[config.mk]
export PLATFORM = sky130hd
export DESIGN_NAME = cbfte_core
export DESIGN_NICKNAME = d
export VERILOG_FILES = /design/src/cbfte_apb_regs.v /design/src/cbfte_bit_put.v /design/src/cbfte_core.v
export VERILOG_INCLUDE_DIRS = /design/src
export SDC_FILE = /design/constraint.sdc
export NUM_CORES = 1
export LEC_CHECK = 0
export BUFFER_PORTS_ARGS = -buffer_cell sky130_fd_sc_hd__buf_2
export CORE_MARGIN = 2
export CORE_UTILIZATION = 35
export DETAILED_ROUTE_END_ITERATION = 16
export MAX_ROUTING_LAYER = met4
export PLACE_DENSITY = 0.6
export SLEW_MARGIN = 20
export SYNTH_ARGS = -nofsm -noshare
export SYNTH_HDL_FRONTEND = slang
export SYNTH_SLANG_ARGS = --single-unit
[constraint.sdc]
create_clock -name I_CLOCK -period 6.8 [get_ports I_CLOCK]
set_input_delay 1.36 -clock I_CLOCK [delete_from_list [all_inputs] [get_ports I_CLOCK]]
set_output_delay 1.36 -clock I_CLOCK [all_outputs]
set_load 0.02 [all_outputs]
[src/cbfte_consts.vh]
// Purpose: shared constants for the bit, flag and transfer execution core
// Assumes: included by the core, its bus slave, the checker and the bench; the bit insert module does without
// Notes: opcode and register offsets are local encodings of this core
`ifndef CBFTE_CONSTS_VH
`define CBFTE_CONSTS_VH

// operation codes presented on I_OP
`define CBFTE_OP_NOP 5'h00
`define CBFTE_OP_IO_BIT_SET 5'h01
`define CBFTE_OP_IO_BIT_CLEAR 5'h02
`define CBFTE_OP_BIT_TO_TFLAG 5'h03
`define CBFTE_OP_TFLAG_TO_BIT 5'h04
`define CBFTE_OP_FLAG_SET 5'h05
`define CBFTE_OP_FLAG_CLEAR 5'h06
`define CBFTE_OP_IND_LOAD 5'h07
`define CBFTE_OP_IND_STORE 5'h08
`define CBFTE_OP_DIR_LOAD 5'h09
`define CBFTE_OP_DIR_STORE 5'h0a
`define CBFTE_OP_IO_IN 5'h0b
`define CBFTE_OP_IO_OUT 5'h0c
`define CBFTE_OP_PUSH 5'h0d
`define CBFTE_OP_POP 5'h0e
`define CBFTE_OP_SLEEP 5'h0f
`define CBFTE_OP_WDOG 5'h10
`define CBFTE_OP_BREAK 5'h11

// pointer addressing modes on I_MODE
`define CBFTE_MODE_PLAIN 2'h0
`define CBFTE_MODE_POST_INC 2'h1
`define CBFTE_MODE_PRE_DEC 2'h2

// low register index of each pointer pair
`define CBFTE_PTR_X_LO 4'ha
`define CBFTE_PTR_Y_LO 4'hc
`define CBFTE_PTR_Z_LO 4'he

// status register bit positions
`define CBFTE_STATUS_REGISTER_I 3'h7
`define CBFTE_STATUS_REGISTER_T 3'h6
`define CBFTE_STATUS_REGISTER_RESET 8'h00

// stack pointer reset value
`define CBFTE_SP_RESET 16'h00bf

// register map on the control bus
`define CBFTE_REG_CTRL 8'h00
`define CBFTE_REG_STATUS 8'h04
`define CBFTE_REG_VIEW 8'h08
`define CBFTE_CTRL_RESET 8'h01
`define CBFTE_CTRL_RUN 0

`endif

[src/cbfte_apb_regs.v]
// Purpose: control bus slave for the execution core
// Assumes: standard apb master, one word per register
// Notes: answers one cycle into the access phase
`timescale 1ns/10ps
`include "cbfte_consts.vh"
module cbfte_apb_regs (
  input wire i_clk,
  input wire i_rst,
  input wire i_psel,
  input wire i_penable,
  input wire i_pwrite,
  input wire [7:0] i_paddr,
  input wire [31:0] i_pwdata,
  input wire [31:0] i_status_word,
  input wire [7:0] i_view_word,
  output reg [31:0] o_prdata,
  output reg o_pready,
  output reg o_pslverr,
  output reg [7:0] o_ctrl
);

  reg [31:0] next_rdata; // read mux result
  reg next_err; // unmapped address flag

  // address decode and read mux
  always @* begin
    next_rdata = 32'h00000000;
    next_err = 1'b0;
    case (i_paddr)
      `CBFTE_REG_CTRL: next_rdata = {24'h000000, o_ctrl};
      `CBFTE_REG_STATUS: next_rdata = i_status_word;
      `CBFTE_REG_VIEW: next_rdata = {24'h000000, i_view_word};
      default: next_err = 1'b1;
    endcase
  end

  // access phase handling, one wait state
  always @(posedge i_clk) begin
    if (i_rst) begin
      o_prdata <= 32'h00000000;
      o_pready <= 1'b0;
      o_pslverr <= 1'b0;
      o_ctrl <= `CBFTE_CTRL_RESET;
    end else begin
      o_pready <= 1'b0;
      o_pslverr <= 1'b0;
      if (i_psel && i_penable && !o_pready) begin
        // answer at the next edge
        o_pready <= 1'b1;
        o_pslverr <= next_err;
        o_prdata <= i_pwrite ? 32'h00000000 : next_rdata;
      end
      // write lands at the edge where the master sees ready high
      if (i_psel && i_penable && o_pready && i_pwrite && i_paddr == `CBFTE_REG_CTRL) begin
        o_ctrl <= i_pwdata[7:0];
      end
    end
  end

endmodule // cbfte_apb_regs

[src/cbfte_bit_put.v]
// Purpose: replace one bit of a word by a given value
// Assumes: index is in range of the word
// Notes: purely combinational
`timescale 1ns/10ps
module cbfte_bit_put #(
  parameter W = 8,
  parameter IW = 3
) (
  input wire [W-1:0] i_value,
  input wire [IW-1:0] i_index,
  input wire i_bit,
  output reg [W-1:0] o_value
);

  // copy the word, then overwrite the chosen bit
  always @* begin
    o_value = i_value;
    o_value[i_index] = i_bit;
  end

endmodule // cbfte_bit_put

[src/cbfte_core.v]
// Purpose: execution of bit, flag, transfer and control operations
// Assumes: decoded operations arrive on I_OP with operands beside it;
//   data memory answers a read in the cycle its read strobe is high
// Notes: loads write back one edge after issue, with forwarding
//   pointer code 3 reuses the pair of the previous op
//   stack pointer and pointers wrap silently at the ends of their range
//
// The address map and the APB interface to the registers were chosen for this implementation.
`timescale 1ns/10ps
`include "cbfte_consts.vh"

// Summary of operation
// RULE1: set one io bit, flags untouched, one cycle
// RULE2: clear one io bit, flags untouched, one cycle
// RULE3: copy register bit into transfer flag
// RULE4: copy transfer flag into register bit
// RULE5: set/clear c, n, z, s, v singly
// RULE6: set/clear transfer, half carry, interrupt enable
// RULE7: post-increment load reads, then bumps pointer
// RULE8: pre-decrement load drops pointer, then reads
// RULE9: post-increment store writes, then bumps pointer
// RULE10: pre-decrement store drops pointer, two cycles
// RULE11: direct load from immediate address, one cycle
// RULE12: direct store to immediate address, one cycle
// RULE13: io byte in and out, one cycle
// RULE14: push register on stack, two cycles
// RULE15: pop register from stack, two cycles
// RULE16: sleep issues in one cycle, no flags
// RULE17: watchdog restart in one cycle, no flags
// RULE18: break in one cycle, no flags
// RULE19: one-cycle request pulses for sleep, watchdog, break
module cbfte_core (
  input wire I_CLOCK,
  input wire I_SYS_RST,
  input wire I_INSTR_VALID,
  input wire [4:0] I_OP,
  input wire [1:0] I_MODE,
  input wire [1:0] I_PTR,
  input wire [3:0] I_REG,
  input wire [2:0] I_BIT,
  input wire [15:0] I_ADDR,
  input wire [7:0] I_MEM_RDATA,
  input wire I_PSEL,
  input wire I_PENABLE,
  input wire I_PWRITE,
  input wire [7:0] I_PADDR,
  input wire [31:0] I_PWDATA,
  output reg O_READY,
  output reg [15:0] O_MEM_ADDR,
  output reg [7:0] O_MEM_WDATA,
  output reg O_MEM_WE,
  output reg O_MEM_RE,
  output reg O_IO_SEL,
  output reg O_IO_BIT_SET,
  output reg O_IO_BIT_CLR,
  output reg [7:0] O_IO_BIT_MASK,
  output reg O_SLEEP_REQ,
  output reg O_WDR_REQ,
  output reg O_BREAK_REQ,
  output wire [31:0] O_PRDATA,
  output wire O_PREADY,
  output wire O_PSLVERR
);

  // sequencer states, one-hot
  // only pre-decrement, push and pop visit the second state, for one cycle
  localparam ST_RUN = 2'b01; // taking new operations
  localparam ST_STEP2 = 2'b10; // second cycle of a two-cycle op

  reg [7:0] regs [0:15]; // working registers
  reg [7:0] status_register; // flags i t h s v n z c
  reg [15:0] sp; // stack pointer
  reg [1:0] state; // sequencer state
  reg [4:0] held_op; // op carried into the second cycle
  reg [3:0] held_reg; // register carried into the second cycle
  reg [3:0] held_ptr; // pointer low index carried over
  reg wb_pend; // load result arrives this cycle
  reg [3:0] wb_idx; // destination of that load
  wire [7:0] ctrl; // control register from the bus slave
  wire run_en; // software enable for execution

  reg [3:0] ptr_lo; // low index of the chosen pointer pair
  wire [3:0] src_idx; // source register index for this cycle
  wire [3:0] ptr_hi; // high index of the chosen pointer pair
  wire [7:0] op_src; // source register value, forwarded
  wire [15:0] ptr_val; // pointer value, forwarded
  reg next_ready; // ready for the following cycle
  wire take; // operation accepted at this edge
  wire [7:0] bld_val; // register with transfer flag inserted
  wire [7:0] flag_val; // status register with one flag changed
  wire [31:0] status_word; // state shown on the bus
  wire [7:0] view_word; // register picked for viewing

  // forwarding read of working registers; a load result that lands at this
  // edge is taken from the memory bus so a back-to-back op sees it
  // continuous assigns so every register file write is seen at once
  assign src_idx = state == ST_STEP2 ? held_reg : I_REG;
  assign ptr_hi = ptr_lo + 4'h1;
  assign op_src = (wb_pend && wb_idx == src_idx) ? I_MEM_RDATA : regs[src_idx];
  assign ptr_val = {(wb_pend && wb_idx == ptr_hi) ? I_MEM_RDATA : regs[ptr_hi],
    (wb_pend && wb_idx == ptr_lo) ? I_MEM_RDATA : regs[ptr_lo]};

  assign run_en = ctrl[`CBFTE_CTRL_RUN];
  assign take = I_INSTR_VALID && O_READY && state == ST_RUN;
  assign status_word = {sp, 7'h00, O_READY, status_register};
  assign view_word = regs[ctrl[7:4]];

  // pointer pair selection; the second cycle reuses the pair of the first
  always @* begin
    case (state == ST_STEP2 ? 2'h3 : I_PTR)
      2'h0: ptr_lo = `CBFTE_PTR_X_LO; // pair x
      2'h1: ptr_lo = `CBFTE_PTR_Y_LO; // pair y
      2'h2: ptr_lo = `CBFTE_PTR_Z_LO; // pair z
      default: ptr_lo = held_ptr; // second cycle or invalid code
    endcase
  end

  // readiness for the next cycle, two-cycle ops drop it once
  // clearing the run bit stops new ops; an op in its second cycle still ends
  always @* begin
    next_ready = run_en;
    if (take) begin
      if ((I_OP == `CBFTE_OP_IND_LOAD || I_OP == `CBFTE_OP_IND_STORE) &&
          I_MODE == `CBFTE_MODE_PRE_DEC) begin
        next_ready = 1'b0; // RULE8 RULE10
      end else if (I_OP == `CBFTE_OP_PUSH || I_OP == `CBFTE_OP_POP) begin
        next_ready = 1'b0; // RULE14 RULE15
      end
    end
  end

  // transfer flag into a register bit
  cbfte_bit_put #(.W(8), .IW(3)) u_bld (
    .i_value(op_src),
    .i_index(I_BIT),
    .i_bit(status_register[`CBFTE_STATUS_REGISTER_T]),
    .o_value(bld_val)
  );

  // one status flag forced to the op's value
  cbfte_bit_put #(.W(8), .IW(3)) u_flag (
    .i_value(status_register),
    .i_index(I_BIT),
    .i_bit(I_OP == `CBFTE_OP_FLAG_SET),
    .o_value(flag_val)
  );

  // control bus slave
  // run enable and view index come back as ctrl
  cbfte_apb_regs u_regs (
    .i_clk(I_CLOCK),
    .i_rst(I_SYS_RST),
    .i_psel(I_PSEL),
    .i_penable(I_PENABLE),
    .i_pwrite(I_PWRITE),
    .i_paddr(I_PADDR),
    .i_pwdata(I_PWDATA),
    .i_status_word(status_word),
    .i_view_word(view_word),
    .o_prdata(O_PRDATA),
    .o_pready(O_PREADY),
    .o_pslverr(O_PSLVERR),
    .o_ctrl(ctrl)
  );

  // register file writes: older load result first, newer op wins
  // a load result and a new op may write one register at the same edge;
  // the new op's value is the one that stays
  // working registers have no reset value, software loads them first
  always @(posedge I_CLOCK) begin
    if (wb_pend) begin
      regs[wb_idx] <= I_MEM_RDATA;
    end
    if (take) begin
      case (I_OP)
        `CBFTE_OP_TFLAG_TO_BIT: regs[I_REG] <= bld_val; // RULE4
        `CBFTE_OP_IND_LOAD, `CBFTE_OP_IND_STORE: begin
          if (I_MODE == `CBFTE_MODE_POST_INC) begin
            // bump after the access address is taken
            regs[ptr_lo] <= ptr_val[7:0] + 8'h01; // RULE7 RULE9
            regs[ptr_lo + 4'h1] <= ptr_val[15:8] + {7'h00, &ptr_val[7:0]};
          end else if (I_MODE == `CBFTE_MODE_PRE_DEC) begin
            // drop first, access in the next cycle
            regs[ptr_lo] <= ptr_val[7:0] - 8'h01; // RULE8 RULE10
            regs[ptr_lo + 4'h1] <= ptr_val[15:8] - {7'h00, ~|ptr_val[7:0]};
          end
        end
        default: begin
          // no register write
        end
      endcase
    end
  end

  // sequencer, flags, stack pointer and outward strobes
  always @(posedge I_CLOCK) begin
    if (I_SYS_RST) begin
      // ready stays low in reset and rises at the first edge after it
      state <= ST_RUN;
      status_register <= `CBFTE_STATUS_REGISTER_RESET;
      sp <= `CBFTE_SP_RESET;
      held_op <= `CBFTE_OP_NOP;
      held_reg <= 4'h0;
      held_ptr <= 4'h0;
      wb_pend <= 1'b0;
      wb_idx <= 4'h0;
      O_READY <= 1'b0;
      O_MEM_ADDR <= 16'h0000;
      O_MEM_WDATA <= 8'h00;
      O_MEM_WE <= 1'b0;
      O_MEM_RE <= 1'b0;
      O_IO_SEL <= 1'b0;
      O_IO_BIT_SET <= 1'b0;
      O_IO_BIT_CLR <= 1'b0;
      O_IO_BIT_MASK <= 8'h00;
      O_SLEEP_REQ <= 1'b0;
      O_WDR_REQ <= 1'b0;
      O_BREAK_REQ <= 1'b0;
    end else begin
      // strobes last one cycle unless raised again
      O_READY <= next_ready;
      O_MEM_WE <= 1'b0;
      O_MEM_RE <= 1'b0;
      O_IO_SEL <= 1'b0;
      O_IO_BIT_SET <= 1'b0;
      O_IO_BIT_CLR <= 1'b0;
      O_SLEEP_REQ <= 1'b0;
      O_WDR_REQ <= 1'b0;
      O_BREAK_REQ <= 1'b0;
      wb_pend <= 1'b0;
      case (state)
        ST_RUN: begin
          if (take) begin
            // operands kept for a possible second cycle
            held_op <= I_OP;
            held_reg <= I_REG;
            held_ptr <= ptr_lo;
            case (I_OP)
              `CBFTE_OP_IO_BIT_SET, `CBFTE_OP_IO_BIT_CLEAR: begin
                // io unit applies the mask; no flags touched
                // the mask is held after the pulse, only the strobes fall
                O_MEM_ADDR <= I_ADDR;
                O_IO_SEL <= 1'b1;
                O_IO_BIT_MASK <= 8'h01 << I_BIT;
                O_IO_BIT_SET <= I_OP == `CBFTE_OP_IO_BIT_SET; // RULE1
                O_IO_BIT_CLR <= I_OP == `CBFTE_OP_IO_BIT_CLEAR; // RULE2
              end
              `CBFTE_OP_BIT_TO_TFLAG: begin
                status_register[`CBFTE_STATUS_REGISTER_T] <= op_src[I_BIT]; // RULE3
              end
              `CBFTE_OP_FLAG_SET, `CBFTE_OP_FLAG_CLEAR: begin
                // bit number: 7 i, 6 t, 5 h, 4 s, 3 v, 2 n, 1 z, 0 c
                // one flag, selected by bit number, others kept
                status_register <= flag_val; // RULE5 RULE6
              end
              `CBFTE_OP_IND_LOAD: begin
                if (I_MODE != `CBFTE_MODE_PRE_DEC) begin
                  O_MEM_ADDR <= ptr_val; // RULE7
                  O_MEM_RE <= 1'b1;
                  wb_pend <= 1'b1;
                  wb_idx <= I_REG;
                end else begin
                  state <= ST_STEP2; // RULE8
                end
              end
              `CBFTE_OP_IND_STORE: begin
                if (I_MODE != `CBFTE_MODE_PRE_DEC) begin
                  O_MEM_ADDR <= ptr_val; // RULE9
                  O_MEM_WDATA <= op_src;
                  O_MEM_WE <= 1'b1;
                end else begin
                  state <= ST_STEP2; // RULE10
                end
              end
              `CBFTE_OP_DIR_LOAD, `CBFTE_OP_IO_IN: begin
                // immediate address, result written back next edge
                O_MEM_ADDR <= I_ADDR; // RULE11 RULE13
                O_MEM_RE <= 1'b1;
                O_IO_SEL <= I_OP == `CBFTE_OP_IO_IN;
                wb_pend <= 1'b1;
                wb_idx <= I_REG;
              end
              `CBFTE_OP_DIR_STORE, `CBFTE_OP_IO_OUT: begin
                O_MEM_ADDR <= I_ADDR; // RULE12 RULE13
                O_MEM_WDATA <= op_src;
                O_MEM_WE <= 1'b1;
                O_IO_SEL <= I_OP == `CBFTE_OP_IO_OUT;
              end
              `CBFTE_OP_PUSH: begin
                // the stack grows downward; sp points at the next free byte
                // write at the top, then move the pointer down
                O_MEM_ADDR <= sp; // RULE14
                O_MEM_WDATA <= op_src;
                O_MEM_WE <= 1'b1;
                sp <= sp - 16'h0001;
                state <= ST_STEP2;
              end
              `CBFTE_OP_POP: begin
                // move the pointer up, read in the second cycle
                // the read address is the pointer after the increment
                sp <= sp + 16'h0001; // RULE15
                state <= ST_STEP2;
              end
              // requests to power, watchdog and debug logic, one cycle each
              `CBFTE_OP_SLEEP: O_SLEEP_REQ <= 1'b1; // RULE16 RULE19
              `CBFTE_OP_WDOG: O_WDR_REQ <= 1'b1; // RULE17 RULE19
              `CBFTE_OP_BREAK: O_BREAK_REQ <= 1'b1; // RULE18 RULE19
              default: begin
                // no operation
              end
            endcase
          end
        end
        ST_STEP2: begin
          // one extra cycle only, then back to taking ops
          state <= ST_RUN;
          case (held_op)
            `CBFTE_OP_IND_LOAD: begin
              // pointer already dropped, read the new address
              O_MEM_ADDR <= ptr_val; // RULE8
              O_MEM_RE <= 1'b1;
              wb_pend <= 1'b1;
              wb_idx <= held_reg;
            end
            `CBFTE_OP_IND_STORE: begin
              O_MEM_ADDR <= ptr_val; // RULE10
              O_MEM_WDATA <= op_src;
              O_MEM_WE <= 1'b1;
            end
            `CBFTE_OP_POP: begin
              O_MEM_ADDR <= sp; // RULE15
              O_MEM_RE <= 1'b1;
              wb_pend <= 1'b1;
              wb_idx <= held_reg;
            end
            default: begin
              // push needs no second access
            end
          endcase
        end
        default: state <= ST_RUN;
      endcase
    end
  end

endmodule // cbfte_core

======== After elaboration in Yosys (flattened, before gate mapping) ========
Memory sizes are Yosys's and may differ from the RTL's. A register that Yosys moved wholly into a read port is not among the register bits.
Cells that the tools add are included.
word-level totals
  RAM bits ................................ 128
  bits in registers ....................... 126
  output and inout port bits .............. 75
  word-level logic and storage cells ...... 205
  memories kept ........................... 1
  input port bits ......................... 86
memories
  name  words  width  read ports  clocked after Yosys merged registers in  write ports  line             RTL
  regs  16     8      4           1                                        3            cbfte_core.v:70  reg [7:0] regs [0:15];
operators by class
  magnitude comparators ................... 2
  multiplexer cells ....................... 72
  add/subtract/negate cells ............... 7
  bitwise gates (word level) .............. 6
  shifts and indexed selects .............. 1
  eq/ne operators ......................... 43
  reduce and logical (&&, ||, !) cells .... 49
operators by type and width
  operator               count
  $pmux 16 s2            3
  $pmux 32 s3            1
  $mux 8                 9
  $eq 5x4->1 const B     10
  $pmux 16 s3            1
  $mux 16                2
  $mux 32                1
  $pmux 8 s2             2
  $mux 1                 30
  $mux 4                 7
  $eq 5x3->1 const B     5
  $reduce_or 2->1        10
  $add 16x1->16 const B  1
  $bwmux 8               2
  $pmux 4 s2             2
  $reduce_or 8->1        2
  $sub 16x1->16 const B  1
  $ne 3x2->1 const B     5
  $reduce_and 3->1       5
  $reduce_and 5->1       3
  $eq 4x4->1             3
  $logic_and 1x1->1      12
  $pmux 4 s3             1
  $eq 5x2->1 const B     2
  other kinds (36)       60

======== Depth between registers and ports, before layout ========
  word-level depth ........................ 12
  mapped depth ............................ 34
  gate-level depth less buffers ........... 24

======== By module ========
Synthesis repeated with hierarchy kept, for this count alone.
unflattened totals
  cells, all modules ...................... 2164
  area total of the unflattened synthesis .. 19332.3 um^2
modules (own cells, without submodules)
  module          area each (um^2)  instances  cells an instance  sequential area each (um^2)
  cbfte_core      17021.3           1          1909               5525.3
  cbfte_apb_regs  2020.7            1          223                840.8
  cbfte_bit_put   145.1             2          16                 0.0

======== Worst setup path before layout ========
Ideal clock, no wire load.
  kind .................................... input-to-reg
  from .................................... input I_PTR[1]
  to ...................................... memory regs[3][7], data pin
  cell stages on the path ................. 23
  setup time .............................. 261 ps
  arrival time ............................ 6746 ps
  path buffers ............................ 4
  path slack .............................. -206 ps
  path through ............................ or2_2 -> ha_1 -> and2_1 -> nor2_4 -> inv_2 -> ha_1 -> clkbuf_1 -> clkbuf_1 -> clkbuf_1 -> mux4_2 -> mux4_2 -> mux2_2 -> inv_1 -> ha_1 -> inv_1 -> or4_1 -> o221ai_1 -> a22oi_1 -> o31ai_1 -> a31oi_2 -> xor2_2 -> buf_6 -> mux2i_1
RTL lines
  element          line             RTL
  start, declared  cbfte_core.v:38  input wire [1:0] I_PTR,
  end, declared    cbfte_core.v:70

==> results.ini <==
[timing]
setup_viol=0
finClkSkew_ps=25.04
rsz0062_at_grt=no
fmax_mhz=159.6
drv_slew=0
worst_slew_pin_slew_ps=960.9
fin_crit_sh=0.9214
hold_viol_final=0
holdWs_ps=455.5
fin_setup_tns_ps=0
setup_ws_ps=534.6
slew_headroom=0.3457
fin_crit_ps=6265

[logic_synthesis]
synth-seq-area-share=0.3375
synth_compound_area_frac=0.2018
synth_edf_count=128
ys_seq_elements=251
synthXorXnorAreaFrac=0.02009
syn_area_per_cell_um2=9.494
async_reset_ff_frac=0
ys.flop_type=edfxtp_1
synthSimpleGateAreaFrac=0.1576
syn-cell-area_um2=18680
synthMuxAreaShare=0.2121
yosysWarnings=0
synth_top_family_by_area=multiplexers
synthAdderAreaFrac=0.02250
syn_inst=1968
synth.distinct_cells=93

[clock_tree]
numCtsBuffers=30
tritoncts=built
clockRootBuffer=clkbuf_16
clkSinkCount=251
insertion_delay_ps=580
ctsHtreeMaxLevel=1
cts_setup_buffers=0
cts.repair.resized=0
cts_hold_buf=0
path_clk_slew_ps=60
clock_path_buffers=3

[drt]
routed_wl_um=77620
post-route-drc-count=0
antenna_left=0
dr.first_iter.drc_count=2480
viasPerCell=6.448
vias=18047
first_pass_iters=8
routedWlPerCell_um=27.73

[layout]
reg.largest.list=regs: 128 flops, u_regs.o_prdata: 25 flops
top_register=regs
final_nets=2206
final_cell_mix=nand2_1, nor2_1, buf_2, edfxtp_1
largest_reg_flops=128
area_delta_synth_final_pct=15.15
layout.cells.non_filler=2799
stdcell_area_um2=21520
final_common_cell=nand2_1
drive_gt1_frac=0.2281
fillerInstances=5145
fin_util=0.4086

[setup_path]
criticalPathCategory=in2reg
r2r_slack_ps=800
critPathLaunchType=primary input
cp-end-kind=flop
required_ps=7070
rr_worst_depth=27
cp.arrival_ps=6530
cp_max_fo=11

[place]
finalWeightedCongestion=1.037
dpl.cell_count=2743
numPortBuffers=129
place_area_um2=20510
hpwlAfterDp_um=58950
place_ws_ps=28.35

[global_route]
grt_pass1_vias=17060
grt_most_used_layer=met2
grt_pass1_wl_um=113800
grt_max_degree=58
grt_antenna_before_repair=2
met3_usage=0.06720
grtUsageMet2=0.4127
grt_usage=0.2805
met1_usage=0.3726
grt_overflow=0

[hold_path]
min_path_cells=2
hp-class=reg2reg

[pwr]
pwr-share-seq=0.392
p_total_mw=4.132
power_density_nw_per_um2=192.1
power.net_switching_mw=1.224
p_int_mw=2.908
switching_share=0.2962
p_leak_nw=8.166
vdd_drop_max_mv=0.1720
clkPwrFrac=0.396
combPwrFrac=0.212

[die]
die_h_um=235.1
start_util=0.3548
num_io_pins=161
fp.coreArea_um2=52660
rows=84
die_x_um=235.1
die_area_um2=55250

[flow_run]
max_cap_viol_count=0

[run_status]
outcome=complete, no violations

## kinds of logic (layout without fill, tap and decap cells)
family | Yosys count | after routing
AOI/OAI and AO/OA | 565 | 565
xor gates and xnor gates | 39 | 39
adders and majority gates | 33 | 33
buffers and inverters | 202 | 337
DFF | 251 | 251
muxes | 240 | 240
other | 1 | 9
and+or+nand+nor | 637 | 637
## Yosys cell counts, types with 18 or more instances
library cell / n / area [um^2]
ha_1: 32 / 400.4
nor3_1: 27 / 135.1
inv_1: 33 / 123.9
o22ai_1: 36 / 225.2
nor2b_1: 20 / 125.1
o21ai_0: 107 / 535.5
xnor2_1: 26 / 227.7
nand2_1: 230 / 863.3
a211oi_1: 43 / 322.8
mux2_2: 25 / 281.5
o221ai_1: 19 / 166.4
dfxtp_1: 123 / 2462
nand3_1: 41 / 205.2
and2_1: 24 / 150.1
a22oi_1: 51 / 382.9
mux4_2: 121 / 2725
mux2i_1: 92 / 920.9
a211o_1: 21 / 183.9
a21oi_1: 114 / 570.6
edfxtp_1: 128 / 3844
o211ai_1: 24 / 180.2
nor2_1: 192 / 720.7
a31oi_1: 23 / 143.9
nand2b_1: 26 / 162.7
clkbuf_1: 119 / 446.7
o21ai_1: 18 / 90.09
## routing by layer
| layer | wire length [um] | up-vias |
|---|---|---|
| met5 | 0 | - |
| met4 | 3676 | 0 |
| met3 | 9690 | 218 |
| met2 | 33760 | 1252 |
| met1 | 30490 | 8810 |
| li1 | - | 7767 |
## critical path, cell delays in order
cell and delay [ps]:
buf_2 140, or2_2 290, ha_1 260, and2_1 230, nor2_4 210, buf_4 220, inv_2 120, ha_1 270
xnor2_4 620, buf_4 310, mux2_2 350, o22ai_1 150, nor4_2 70, mux2_2 280, xnor2_1 150, ha_1 180
nand2_1 50, nand2_1 100, buf_4 110, nand2_1 50, o21ai_2 140, nor3_1 60, buf_4 140, nor3b_4 200
buf_12 190, o221ai_1 220
## power by group through the flow
stage / clock, mW / sequential (mW) / combinational (mW)
after CTS: 1.67 / 1.62 / 0.855
after global placement: 0 / 1.65 / 0.841
final: 1.64 / 1.62 / 0.878
after global routing: 1.71 / 1.62 / 0.924
after floorplan: 0 / 1.65 / 0.507
after detailed placement: 0 / 1.65 / 0.853
## final timing paths
| path | start | end |
|---|---|---|
| min | O_MEM_ADDR[6]$_SDFFE_PP0P_ | O_MEM_ADDR[6]$_SDFFE_PP0P_ |
| min reg2reg | O_MEM_ADDR[6]$_SDFFE_PP0P_ | O_MEM_ADDR[6]$_SDFFE_PP0P_ |
| max reg2reg | state[0]$_SDFFE_PP1P_ | regs[12][6]$_DFFE_PP_ |
| max | I_PTR[0] | regs[12][6]$_DFFE_PP_ |
## layout make-up
class,instances,area (um^2),area share
antenna,2,5.005,0.0002326
clock buffer,39,827.0,0.03844
multi-input combinational,1521,11550,0.5370
sequential,251,6309,0.2932
timing repair buffer,246,1655,0.07694
tap,688,860.8,0.04001
inverter,37,141.4,0.006571
clock inverter,15,163.9,0.007618
No activity file was read; power rests on OpenSTA's default activity.
